[config.mk]
export PLATFORM = sky130hd
export DESIGN_NAME = sps_status
export DESIGN_NICKNAME = d
export VERILOG_FILES = /design/src/common/sps_pkg.sv /design/src/hw/sps_status.sv
export VERILOG_INCLUDE_DIRS = /design/src /design/src/common
export SDC_FILE = /design/constraint.sdc
export NUM_CORES = 2
export LEC_CHECK = 0
export ABC_AREA = 1
export BUFFER_PORTS_ARGS = -buffer_cell sky130_fd_sc_hd__buf_2
export CAP_MARGIN = 5
export CORE_UTILIZATION = 33
export DETAILED_ROUTE_END_ITERATION = 10
export PLACE_DENSITY = 0.53
export SLEW_MARGIN = 20
export SYNTH_ARGS = -nofsm -noshare
export SYNTH_HDL_FRONTEND = slang
export SYNTH_SLANG_ARGS = --single-unit
[constraint.sdc]
create_clock -name mclk_i -period 145.6 [get_ports mclk_i]
set_clock_uncertainty 0.15 [all_clocks]
set_input_delay 7.28 -clock mclk_i [delete_from_list [all_inputs] [get_ports mclk_i]]
set_output_delay 7.28 -clock mclk_i [all_outputs]
set_load 0.02 [all_outputs]
[src/common/sps_defs.svh]
// Constants for the servo position status block: reset values, ranges, codes and timing
`ifndef SPS_DEFS_SVH
`define SPS_DEFS_SVH

// ====================================================================
// Register offsets (byte addresses, one 32-bit word each)
`define SPS_OFF_MODE        8'h00
`define SPS_OFF_FOLLOW_THR  8'h04
`define SPS_OFF_MARGIN      8'h08
`define SPS_OFF_DWELL       8'h0C
`define SPS_OFF_JERK        8'h10
`define SPS_OFF_LOWPASS     8'h14
`define SPS_OFF_OUTCFG      8'h18
`define SPS_OFF_CMD_POS     8'h1C
`define SPS_OFF_ACT_POS     8'h20
`define SPS_OFF_CTRL        8'h24
`define SPS_OFF_STATUS      8'h28
`define SPS_OFF_ALARM       8'h2C
`define SPS_OFF_FILT_OUT    8'h30

// ====================================================================
// Reset values
`define SPS_RST_MODE        8'h15
`define SPS_RST_FOLLOW_THR  32'h0000_2710
`define SPS_RST_MARGIN      16'h0028
`define SPS_RST_DWELL       16'h000A
`define SPS_RST_JERK        8'h0A
`define SPS_RST_LOWPASS     16'h000A

// ====================================================================
// Ranges and codes
`define SPS_MAX_MARGIN      16'h7D00
`define SPS_MAX_DWELL       16'h7D00
`define SPS_MAX_JERK        8'hFA
`define SPS_MAX_LOWPASS     16'h2710
`define SPS_MODE_POSITION   8'h15

// ====================================================================
// Field positions of the control word
`define SPS_CTRL_ENABLE     0
`define SPS_CTRL_RUN        1
`define SPS_CTRL_POS_LIM    2
`define SPS_CTRL_NEG_LIM    3

// Field positions of the output config word (per output: 2-bit select, 1 polarity)
`define SPS_OCFG_SEL_LSB    0
`define SPS_OCFG_POL        2
`define SPS_OCFG_STRIDE     4

// Alarm bits
`define SPS_ALM_UNDERVOLT   0
`define SPS_ALM_LOWVOLT     1
`define SPS_ALM_FOLLOW      2

// ====================================================================
// Timing: 1 ms tick at 125 MHz
`define SPS_CLK_MHZ         125
`define SPS_MS_NS           1000000
`define SPS_CLK_NS          8
`define SPS_MS_CYCLES       (`SPS_MS_NS / `SPS_CLK_NS)

`endif

[src/common/sps_pkg.sv]
// Types for the servo position status block
package sps_pkg;
  // Status flag selector for a digital output
  typedef enum logic [1:0] {
    SPS_SEL_FOLLOW = 2'h0,
    SPS_SEL_INPOS  = 2'h1,
    SPS_SEL_POSLIM = 2'h2,
    SPS_SEL_NEGLIM = 2'h3
  } sps_sel_e;

  // Drive enable sequence (Gray along the usual path)
  typedef enum logic [1:0] {
    SPS_ST_OFF     = 2'h0,
    SPS_ST_ON      = 2'h1,
    SPS_ST_ALARM   = 2'h3
  } sps_state_e;
endpackage : sps_pkg

[src/hw/sps_status.sv]
// Position loop status outputs, limits, in-position, command smoothing and power alarms
`timescale 1ns/1ps
`include "sps_defs.svh"

// Contract
// - Flag following error above threshold while running
// - Normal polarity: closed while error exceeds
// - Inverted polarity: open while error exceeds
// - Assert positive limit flag on positive limit
// - Assert negative limit flag on negative limit
// - Block motion into active limit only
// - Limit outputs support both polarities
// - In-position after margin held for dwell
// - Margin 0..32000 pulses, default 40
// - Dwell 0..32000 ms, default 10
// - In-position output may be inverted
// - Mode code 21 selects position control
// - Jerk smoothing 0..250 ms, default 10
// - Low-pass filter 0..10000 ms
// - Zero time constant bypasses filter
// - Filters act in every control mode
// - Servo ready low without main power
// - Enable without main power raises alarm
// - Power loss while enabled reports alarms
module sps_status #(
  parameter int NUM_OUT = 3,                // Number of digital outputs
  parameter int MS_CYCLES = `SPS_MS_CYCLES  // Clock cycles per millisecond
) (
  // Clock and reset
  input wire logic mclk_i,
  input wire logic rst_n_i,
  // Register port
  input wire logic [7:0] addr_i,
  input wire logic [31:0] wdata_i,
  input wire logic wr_i,
  input wire logic rd_i,
  output logic [31:0] rdata_o,
  // Power and motion pins
  input wire logic main_pwr_i,
  input wire logic motor_run_i,
  // Status and control outputs
  output logic [NUM_OUT-1:0] dout_o,
  output logic servo_ready_o,
  output logic motor_en_o,
  output logic motion_pos_ok_o,
  output logic motion_neg_ok_o,
  output logic [31:0] filt_cmd_o
);

  // ==================================================================
  // Pin synchronisers
  logic [1:0] pwr_sync_r;   // Main power pin, two stages
  logic [1:0] run_sync_r;   // Motor running pin, two stages
  wire pwr_ok = pwr_sync_r[1];
  wire run_ok = run_sync_r[1];

  // Two flops per pin before use
  always_ff @(posedge mclk_i or negedge rst_n_i) begin
    if (!rst_n_i) begin
      pwr_sync_r <= 2'h0;
      run_sync_r <= 2'h0;
    end else begin
      pwr_sync_r <= {pwr_sync_r[0], main_pwr_i};
      run_sync_r <= {run_sync_r[0], motor_run_i};
    end
  end

  // ==================================================================
  // Configuration registers
  logic [7:0] control_mode_select_r;      // Control mode code
  logic [31:0] follow_error_threshold_r;  // Following error limit, pulses
  logic [15:0] positioning_margin_r;      // In-position band, pulses
  logic [15:0] in_position_dwell_time_r;  // Dwell, ms
  logic [7:0] jerk_time_constant_r;       // Jerk smoothing, ms
  logic [15:0] lowpass_time_constant_r;   // Low-pass, ms
  logic [4*NUM_OUT-1:0] outcfg_r;         // Per output select and polarity
  logic signed [31:0] cmd_pos_r;          // Raw commanded position
  logic signed [31:0] act_pos_r;          // Actual position
  logic [3:0] ctrl_r;                     // Enable, run cmd, limit hits

  // Write decode
  wire wr_mode = wr_i && (addr_i == `SPS_OFF_MODE);
  wire wr_thr = wr_i && (addr_i == `SPS_OFF_FOLLOW_THR);
  wire wr_margin = wr_i && (addr_i == `SPS_OFF_MARGIN);
  wire wr_dwell = wr_i && (addr_i == `SPS_OFF_DWELL);
  wire wr_jerk = wr_i && (addr_i == `SPS_OFF_JERK);
  wire wr_lp = wr_i && (addr_i == `SPS_OFF_LOWPASS);
  wire wr_ocfg = wr_i && (addr_i == `SPS_OFF_OUTCFG);
  wire wr_cmd = wr_i && (addr_i == `SPS_OFF_CMD_POS);
  wire wr_act = wr_i && (addr_i == `SPS_OFF_ACT_POS);
  wire wr_ctrl = wr_i && (addr_i == `SPS_OFF_CTRL);
  wire wr_alarm = wr_i && (addr_i == `SPS_OFF_ALARM);

  // Clamp writes to the legal ranges
  wire [15:0] margin_in = (wdata_i[15:0] > `SPS_MAX_MARGIN) ? `SPS_MAX_MARGIN : wdata_i[15:0];
  wire [15:0] dwell_in = (wdata_i[15:0] > `SPS_MAX_DWELL) ? `SPS_MAX_DWELL : wdata_i[15:0];
  wire [7:0] jerk_in = (wdata_i[7:0] > `SPS_MAX_JERK) ? `SPS_MAX_JERK : wdata_i[7:0];
  wire [15:0] lp_in = (wdata_i[15:0] > `SPS_MAX_LOWPASS) ? `SPS_MAX_LOWPASS : wdata_i[15:0];

  // Register writes
  always_ff @(posedge mclk_i or negedge rst_n_i) begin
    if (!rst_n_i) begin
      control_mode_select_r <= `SPS_RST_MODE;
      follow_error_threshold_r <= `SPS_RST_FOLLOW_THR;
      positioning_margin_r <= `SPS_RST_MARGIN;
      in_position_dwell_time_r <= `SPS_RST_DWELL;
      jerk_time_constant_r <= `SPS_RST_JERK;
      lowpass_time_constant_r <= `SPS_RST_LOWPASS;
      outcfg_r <= '0;
      cmd_pos_r <= 32'sh0;
      act_pos_r <= 32'sh0;
      ctrl_r <= 4'h0;
    end else begin
      if (wr_mode) control_mode_select_r <= wdata_i[7:0];
      if (wr_thr) follow_error_threshold_r <= wdata_i;
      if (wr_margin) positioning_margin_r <= margin_in;
      if (wr_dwell) in_position_dwell_time_r <= dwell_in;
      if (wr_jerk) jerk_time_constant_r <= jerk_in;
      if (wr_lp) lowpass_time_constant_r <= lp_in;
      if (wr_ocfg) outcfg_r <= wdata_i[4*NUM_OUT-1:0];
      if (wr_cmd) cmd_pos_r <= wdata_i;
      if (wr_act) act_pos_r <= wdata_i;
      if (wr_ctrl) ctrl_r <= wdata_i[3:0];
    end
  end

  // ==================================================================
  // Millisecond tick enable
  logic [31:0] ms_cnt_r;
  wire ms_tick = (ms_cnt_r == 32'(MS_CYCLES - 1));

  // Free running divider
  always_ff @(posedge mclk_i or negedge rst_n_i) begin
    if (!rst_n_i) ms_cnt_r <= 32'h0;
    else ms_cnt_r <= ms_tick ? 32'h0 : ms_cnt_r + 32'h1;
  end

  // ==================================================================
  // Command smoothing: first-order jerk stage then first-order low-pass
  logic signed [31:0] jerk_out_r;  // Jerk stage output
  logic signed [31:0] lp_out_r;    // Low-pass stage output
  // Jerk stage moves 1/T of the remaining step each ms
  wire signed [31:0] jerk_diff = cmd_pos_r - jerk_out_r;
  wire signed [31:0] jerk_step = jerk_diff / $signed({24'h0, jerk_time_constant_r});
  wire signed [31:0] jerk_in_v = (jerk_time_constant_r == 8'h0) ? cmd_pos_r : jerk_out_r;
  wire signed [31:0] lp_diff = jerk_in_v - lp_out_r;
  wire signed [31:0] lp_step = lp_diff / $signed({16'h0, lowpass_time_constant_r});
  wire signed [31:0] filt_v = (lowpass_time_constant_r == 16'h0) ? jerk_in_v : lp_out_r;

  // Filters update every ms regardless of control mode
  always_ff @(posedge mclk_i or negedge rst_n_i) begin
    if (!rst_n_i) begin
      jerk_out_r <= 32'sh0;
      lp_out_r <= 32'sh0;
    end else if (ms_tick) begin
      // Step, or snap when the remainder is below one unit of progress
      if (jerk_time_constant_r == 8'h0) jerk_out_r <= cmd_pos_r;
      else if (jerk_step == 32'sh0) jerk_out_r <= cmd_pos_r;
      else jerk_out_r <= jerk_out_r + jerk_step;
      if (lowpass_time_constant_r == 16'h0) lp_out_r <= jerk_in_v;
      else if (lp_step == 32'sh0) lp_out_r <= jerk_in_v;
      else lp_out_r <= lp_out_r + lp_step;
    end
  end

  // ==================================================================
  // Error comparisons, evaluated every cycle
  wire signed [31:0] pos_err = filt_v - act_pos_r;
  wire [31:0] abs_err = pos_err[31] ? 32'(-pos_err) : pos_err;
  wire pos_mode = (control_mode_select_r == `SPS_MODE_POSITION);
  wire running = run_ok || ctrl_r[`SPS_CTRL_RUN];
  wire follow_err = running && (abs_err > follow_error_threshold_r);
  wire in_band = pos_mode && (abs_err < {16'h0, positioning_margin_r});

  // ==================================================================
  // In-position dwell timer
  logic [15:0] dwell_cnt_r;  // Elapsed ms inside the band
  logic in_pos_r;            // In-position flag
  wire dwell_done = (dwell_cnt_r >= in_position_dwell_time_r);

  // Restart whenever the error leaves the band
  always_ff @(posedge mclk_i or negedge rst_n_i) begin
    if (!rst_n_i) begin
      dwell_cnt_r <= 16'h0;
      in_pos_r <= 1'b0;
    end else if (!in_band) begin
      dwell_cnt_r <= 16'h0;
      in_pos_r <= 1'b0;
    end else begin
      if (ms_tick && !dwell_done) dwell_cnt_r <= dwell_cnt_r + 16'h1;
      in_pos_r <= dwell_done;
    end
  end

  // ==================================================================
  // Limits and enable sequence
  wire pos_lim = ctrl_r[`SPS_CTRL_POS_LIM];
  wire neg_lim = ctrl_r[`SPS_CTRL_NEG_LIM];
  sps_pkg::sps_state_e state_r;
  sps_pkg::sps_state_e state_nxt;
  logic [2:0] alarm_r;  // Under-voltage warning, low-voltage fault, following error
  wire en_req = ctrl_r[`SPS_CTRL_ENABLE];

  // Next state of the drive enable
  always_comb begin
    state_nxt = state_r;
    unique case (state_r)
      sps_pkg::SPS_ST_OFF: begin
        if (en_req && !pwr_ok) state_nxt = sps_pkg::SPS_ST_ALARM;
        else if (en_req) state_nxt = sps_pkg::SPS_ST_ON;
      end
      sps_pkg::SPS_ST_ON: begin
        if (!pwr_ok) state_nxt = sps_pkg::SPS_ST_ALARM;
        else if (!en_req) state_nxt = sps_pkg::SPS_ST_OFF;
      end
      sps_pkg::SPS_ST_ALARM: begin
        if (!en_req && alarm_r == 3'h0) state_nxt = sps_pkg::SPS_ST_OFF;
      end
      default: state_nxt = sps_pkg::SPS_ST_OFF;
    endcase
  end

  // Alarm set terms; set wins over a software clear
  wire [2:0] alarm_set = {
    (state_r == sps_pkg::SPS_ST_ON) && !pwr_ok && follow_err,
    en_req && !pwr_ok,
    (state_r == sps_pkg::SPS_ST_ON) && !pwr_ok
  };
  wire [2:0] alarm_clr = wr_alarm ? wdata_i[2:0] : 3'h0;

  // State and sticky alarms
  always_ff @(posedge mclk_i or negedge rst_n_i) begin
    if (!rst_n_i) begin
      state_r <= sps_pkg::SPS_ST_OFF;
      alarm_r <= 3'h0;
    end else begin
      state_r <= state_nxt;
      alarm_r <= (alarm_r & ~alarm_clr) | alarm_set;
    end
  end

  // ==================================================================
  // Output stage: pick a flag per output, apply polarity there only
  wire [3:0] flags = {neg_lim, pos_lim, in_pos_r, follow_err};
  logic [NUM_OUT-1:0] dout_r;

  for (genvar g = 0; g < NUM_OUT; g++) begin : g_out
    wire [1:0] sel = outcfg_r[g*`SPS_OCFG_STRIDE +: 2];
    wire pol = outcfg_r[g*`SPS_OCFG_STRIDE + `SPS_OCFG_POL];
    // Closed (1) when flag active, inverted when polarity set
    always_ff @(posedge mclk_i or negedge rst_n_i) begin
      if (!rst_n_i) dout_r[g] <= 1'b0;
      else dout_r[g] <= flags[sel] ^ pol;
    end
  end

  // ==================================================================
  // Registered outputs and read port
  wire [31:0] status_w = {26'h0, state_r, in_pos_r, neg_lim, pos_lim, follow_err};
  wire [31:0] rd_mux =
    (addr_i == `SPS_OFF_MODE) ? {24'h0, control_mode_select_r} :
    (addr_i == `SPS_OFF_FOLLOW_THR) ? follow_error_threshold_r :
    (addr_i == `SPS_OFF_MARGIN) ? {16'h0, positioning_margin_r} :
    (addr_i == `SPS_OFF_DWELL) ? {16'h0, in_position_dwell_time_r} :
    (addr_i == `SPS_OFF_JERK) ? {24'h0, jerk_time_constant_r} :
    (addr_i == `SPS_OFF_LOWPASS) ? {16'h0, lowpass_time_constant_r} :
    (addr_i == `SPS_OFF_OUTCFG) ? 32'(outcfg_r) :
    (addr_i == `SPS_OFF_CMD_POS) ? cmd_pos_r :
    (addr_i == `SPS_OFF_ACT_POS) ? act_pos_r :
    (addr_i == `SPS_OFF_CTRL) ? {28'h0, ctrl_r} :
    (addr_i == `SPS_OFF_STATUS) ? status_w :
    (addr_i == `SPS_OFF_ALARM) ? {29'h0, alarm_r} :
    (addr_i == `SPS_OFF_FILT_OUT) ? filt_v : 32'h0;

  // Output flops
  always_ff @(posedge mclk_i or negedge rst_n_i) begin
    if (!rst_n_i) begin
      rdata_o <= 32'h0;
      servo_ready_o <= 1'b0;
      motor_en_o <= 1'b0;
      motion_pos_ok_o <= 1'b0;
      motion_neg_ok_o <= 1'b0;
      filt_cmd_o <= 32'h0;
    end else begin
      rdata_o <= rd_i ? rd_mux : 32'h0;
      servo_ready_o <= pwr_ok && (alarm_r == 3'h0);
      motor_en_o <= (state_r == sps_pkg::SPS_ST_ON) && pwr_ok;
      motion_pos_ok_o <= (state_r == sps_pkg::SPS_ST_ON) && !pos_lim;
      motion_neg_ok_o <= (state_r == sps_pkg::SPS_ST_ON) && !neg_lim;
      filt_cmd_o <= filt_v;
    end
  end

  assign dout_o = dout_r;

endmodule : sps_status

==> impl_metrics.csv <==
group,metric,value,unit
yosys,synth_xor_area_frac,0.0842,
clock_tree,clock_sinks,369,
yosys,syn_area,78800,um2
clock_tree,cts_hold_buffers,0,
worst_setup_path,required,145.95,ns
hold_path,min_path_cells,0,
clock_tree,cts_buffer_depth,3,
yosys,synthFlopType,"dfrtp_1",
global_routing,grtUsageTotal,0.220,
yosys,yosys.area_share.simple,0.380,
placement,port_buffers,116,
global_routing,grt.overflow.total,0,
clock_tree,post-cts-setup-buffers,0,
worst_setup_path,reg2reg_depth,640,
sta,tightest_slew,1.19,ns
clock_tree,clkLatencyLatePin,0.61,ns
sta,final.setup.tns,0,ns
hold_path,hold_end,"pwr_sync_r[1]$_DFF_PN0_",
yosys,synth_top_family_by_area,"simple AND/OR/NAND/NOR gates",
global_routing,grt_max_degree,163,
die,die_h,491,um
global_routing,antenna_found_initial,18,
route,drt_pass1_iterations,7,
worst_setup_path,startpoint_type,"register",
clock_tree,tritoncts,"done",
worst_setup_path,crit_family,"compound AO/OA/AOI/OAI gates",
global_routing,grt_pass1_wl,429,mm
die,die_x,491,um
sta,layout_min_cycle_time,106.31,ns
sta,max_slew_margin,0.201,
sta,fmaxAchievable,9.41,MHz
die,rows,178,
sta,rsz0062_at_grt,"no",
worst_setup_path,crit_top_cell,"a21oi_1",
placement,hpwl,224,mm
yosys,synthAdderAreaFrac,0.136,
sta,whs,0.194,ns
worst_setup_path,crit_type,"reg2reg",
route,ant_nets,0,
cells_and_area,nets,13900,
yosys,synth-compound-area-share,0.154,
placement,gp_congestion,0.945,
sta,hold_viol,0,
yosys,syn_inst,13000,
clock_tree,numCtsBuffers,45,
sta,setup_viol,0,
yosys,ys_warn_count,0,
worst_setup_path,r2r-end,"lp_out_r[31]$_DFFE_PN0N_",
yosys,synth-edff-count,0,
cells_and_area,final_cell_mix,"3,188 x nand2_1, 1,975 x inv_1, 993 x nor2_1, 906 x nand3_1, 899 x o21ai_0",
cells_and_area,final_common_cell,"nand2_1",
flow_run,cap_violations,0,
die,initial_core_util,0.333,
clock_tree,cts_resized,0,
route,vias,81400,
cells_and_area,syn2layout_area_growth,6.37,%
global_routing,grt_pass1_vias,76000,
die,die-area,241000,um2
route,drtIter0Drc,6310,
die,ioPinCount,117,
yosys,syn_area_per_cell,6.08,um2
route,drc,0,
route,avgRoutedWirePerCell,16.9,um
yosys,ys_seq_area_frac,0.117,
sta,timing.final.crit_share,0.730,
worst_setup_path,cp_slowest_cell,"a2111oi_0",
route,finalWirelength,273,mm
sta,finalMaxSlewViolations,0,
worst_setup_path,critPathMaxStageDelay,0.70,ns
worst_setup_path,timing.rr.start,"jerk_time_constant_r[2]$_DFFE_PN0P_",
yosys,async_flop_share,1.00,
cells_and_area,num-fill-cells,26300,
yosys,syn-num-nets,13900,
hold_path,hold_path.startpoint,"pwr_sync_r[0]$_DFF_PN0_",
route,viasPerCell,5.04,
clock_tree,htreeDepth,2,
worst_setup_path,crit_fanout,49,
cells_and_area,drive_gt1_frac,0.0909,
worst_setup_path,end_kind,"register",
clock_tree,path_clk_slew,0.06,ns
die,core-area,236000,um2
hold_path,hold_path.class,"reg2reg",
yosys,synthMuxAreaShare,0.000381,
worst_setup_path,critPathBufInv,140,
worst_setup_path,r2r_setup_slack,39.29,ns
yosys,synth_seq_cells,369,
clock_tree,cts-root-buf,"clkbuf_16",
yosys,ys_types,90,
status,status,"completed",
worst_setup_path,cp.arrival,106.66,ns
## registers in the layout, indices dropped and copies added, names as in the netlist, 32 cells and up
register,cells
act_pos_r,32
cmd_pos_r,32
filt_cmd_o,32
follow_error_threshold_r,32
jerk_out_r,32
lp_out_r,32
ms_cnt_r,32
rdata_o,32
## final cells by class
type	count	area, um2	area share
diodes	6	15.0	0.000179
well taps	3150	3940	0.0470
flip-flops and latches	369	9250	0.110
clock buffers	60	1280	0.0153
inverters	2132	8110	0.0968
repair buffers	208	1290	0.0154
multi-input cells	10200	59500	0.710
clock inverters	23	358	0.00427
## kinds of logic after synthesis
kind of cell,count (synthesis)
and+or+nand+nor,6410
buffers and inverters,2395
AOI/OAI and AO/OA,2172
adders and majority gates,853
xor gates and xnor gates,757
DFF,369
muxes,3
## cell usage after synthesis, types with 99 or more instances
library cell,n,area (um2)
inv_1,1986,7450
nand3_2,126,1260
nor2_1,998,3750
clkbuf_1,99,372
nand4_1,302,1890
o21ai_0,915,4580
ha_1,848,10600
nand3_1,906,4530
nand2_1,3192,12000
dfrtp_1,353,8830
xnor2_1,241,2110
a21oi_1,719,3600
xor2_1,516,4520
nor2_2,130,813
nor3_1,142,711
nand2_2,231,1450
## worst max-delay path by stage
stage | slack (ns) | cells after the start | startpoint | endpoint
2_1_floorplan | 50.99 | 689 | jerk_time_constant_r[2]$_DFFE_PN0P_ | lp_out_r[31]$_DFFE_PN0N_
3_5_place_dp | 39.83 | 638 | jerk_time_constant_r[2]$_DFFE_PN0P_ | lp_out_r[31]$_DFFE_PN0N_
4_1_cts | 39.57 | 641 | jerk_time_constant_r[2]$_DFFE_PN0P_ | lp_out_r[31]$_DFFE_PN0N_
6_report | 39.29 | 640 | jerk_time_constant_r[2]$_DFFE_PN0P_ | lp_out_r[31]$_DFFE_PN0N_
3_3_place_gp | 42.07 | 642 | jerk_time_constant_r[2]$_DFFE_PN0P_ | lp_out_r[31]$_DFFE_PN0N_
5_1_grt | 24.57 | 647 | jerk_time_constant_r[2]$_DFFE_PN0P_ | lp_out_r[31]$_DFFE_PN0N_
## metrics by stage
stage	cells	util	area, um2	setup slack [ns]
2_1_floorplan	13000	-	78800	50.99
3_3_place_gp	16100	0.347	82100	42.07
3_5_place_dp	16100	0.347	82100	39.83
4_1_cts	16100	0.354	83700	39.57
5_1_grt	16100	0.355	83800	24.57
6_report	16100	0.355	83800	39.29
## layer usage
layer,share of wire,track usage
met5,0,0
met4,0.023,0.0457
met3,0.051,0.0196
met2,0.45,0.366
met1,0.48,0.305
Power is not shown: default switching activity piles up to over one toggle a cycle in this logic, so the estimate is an artifact.
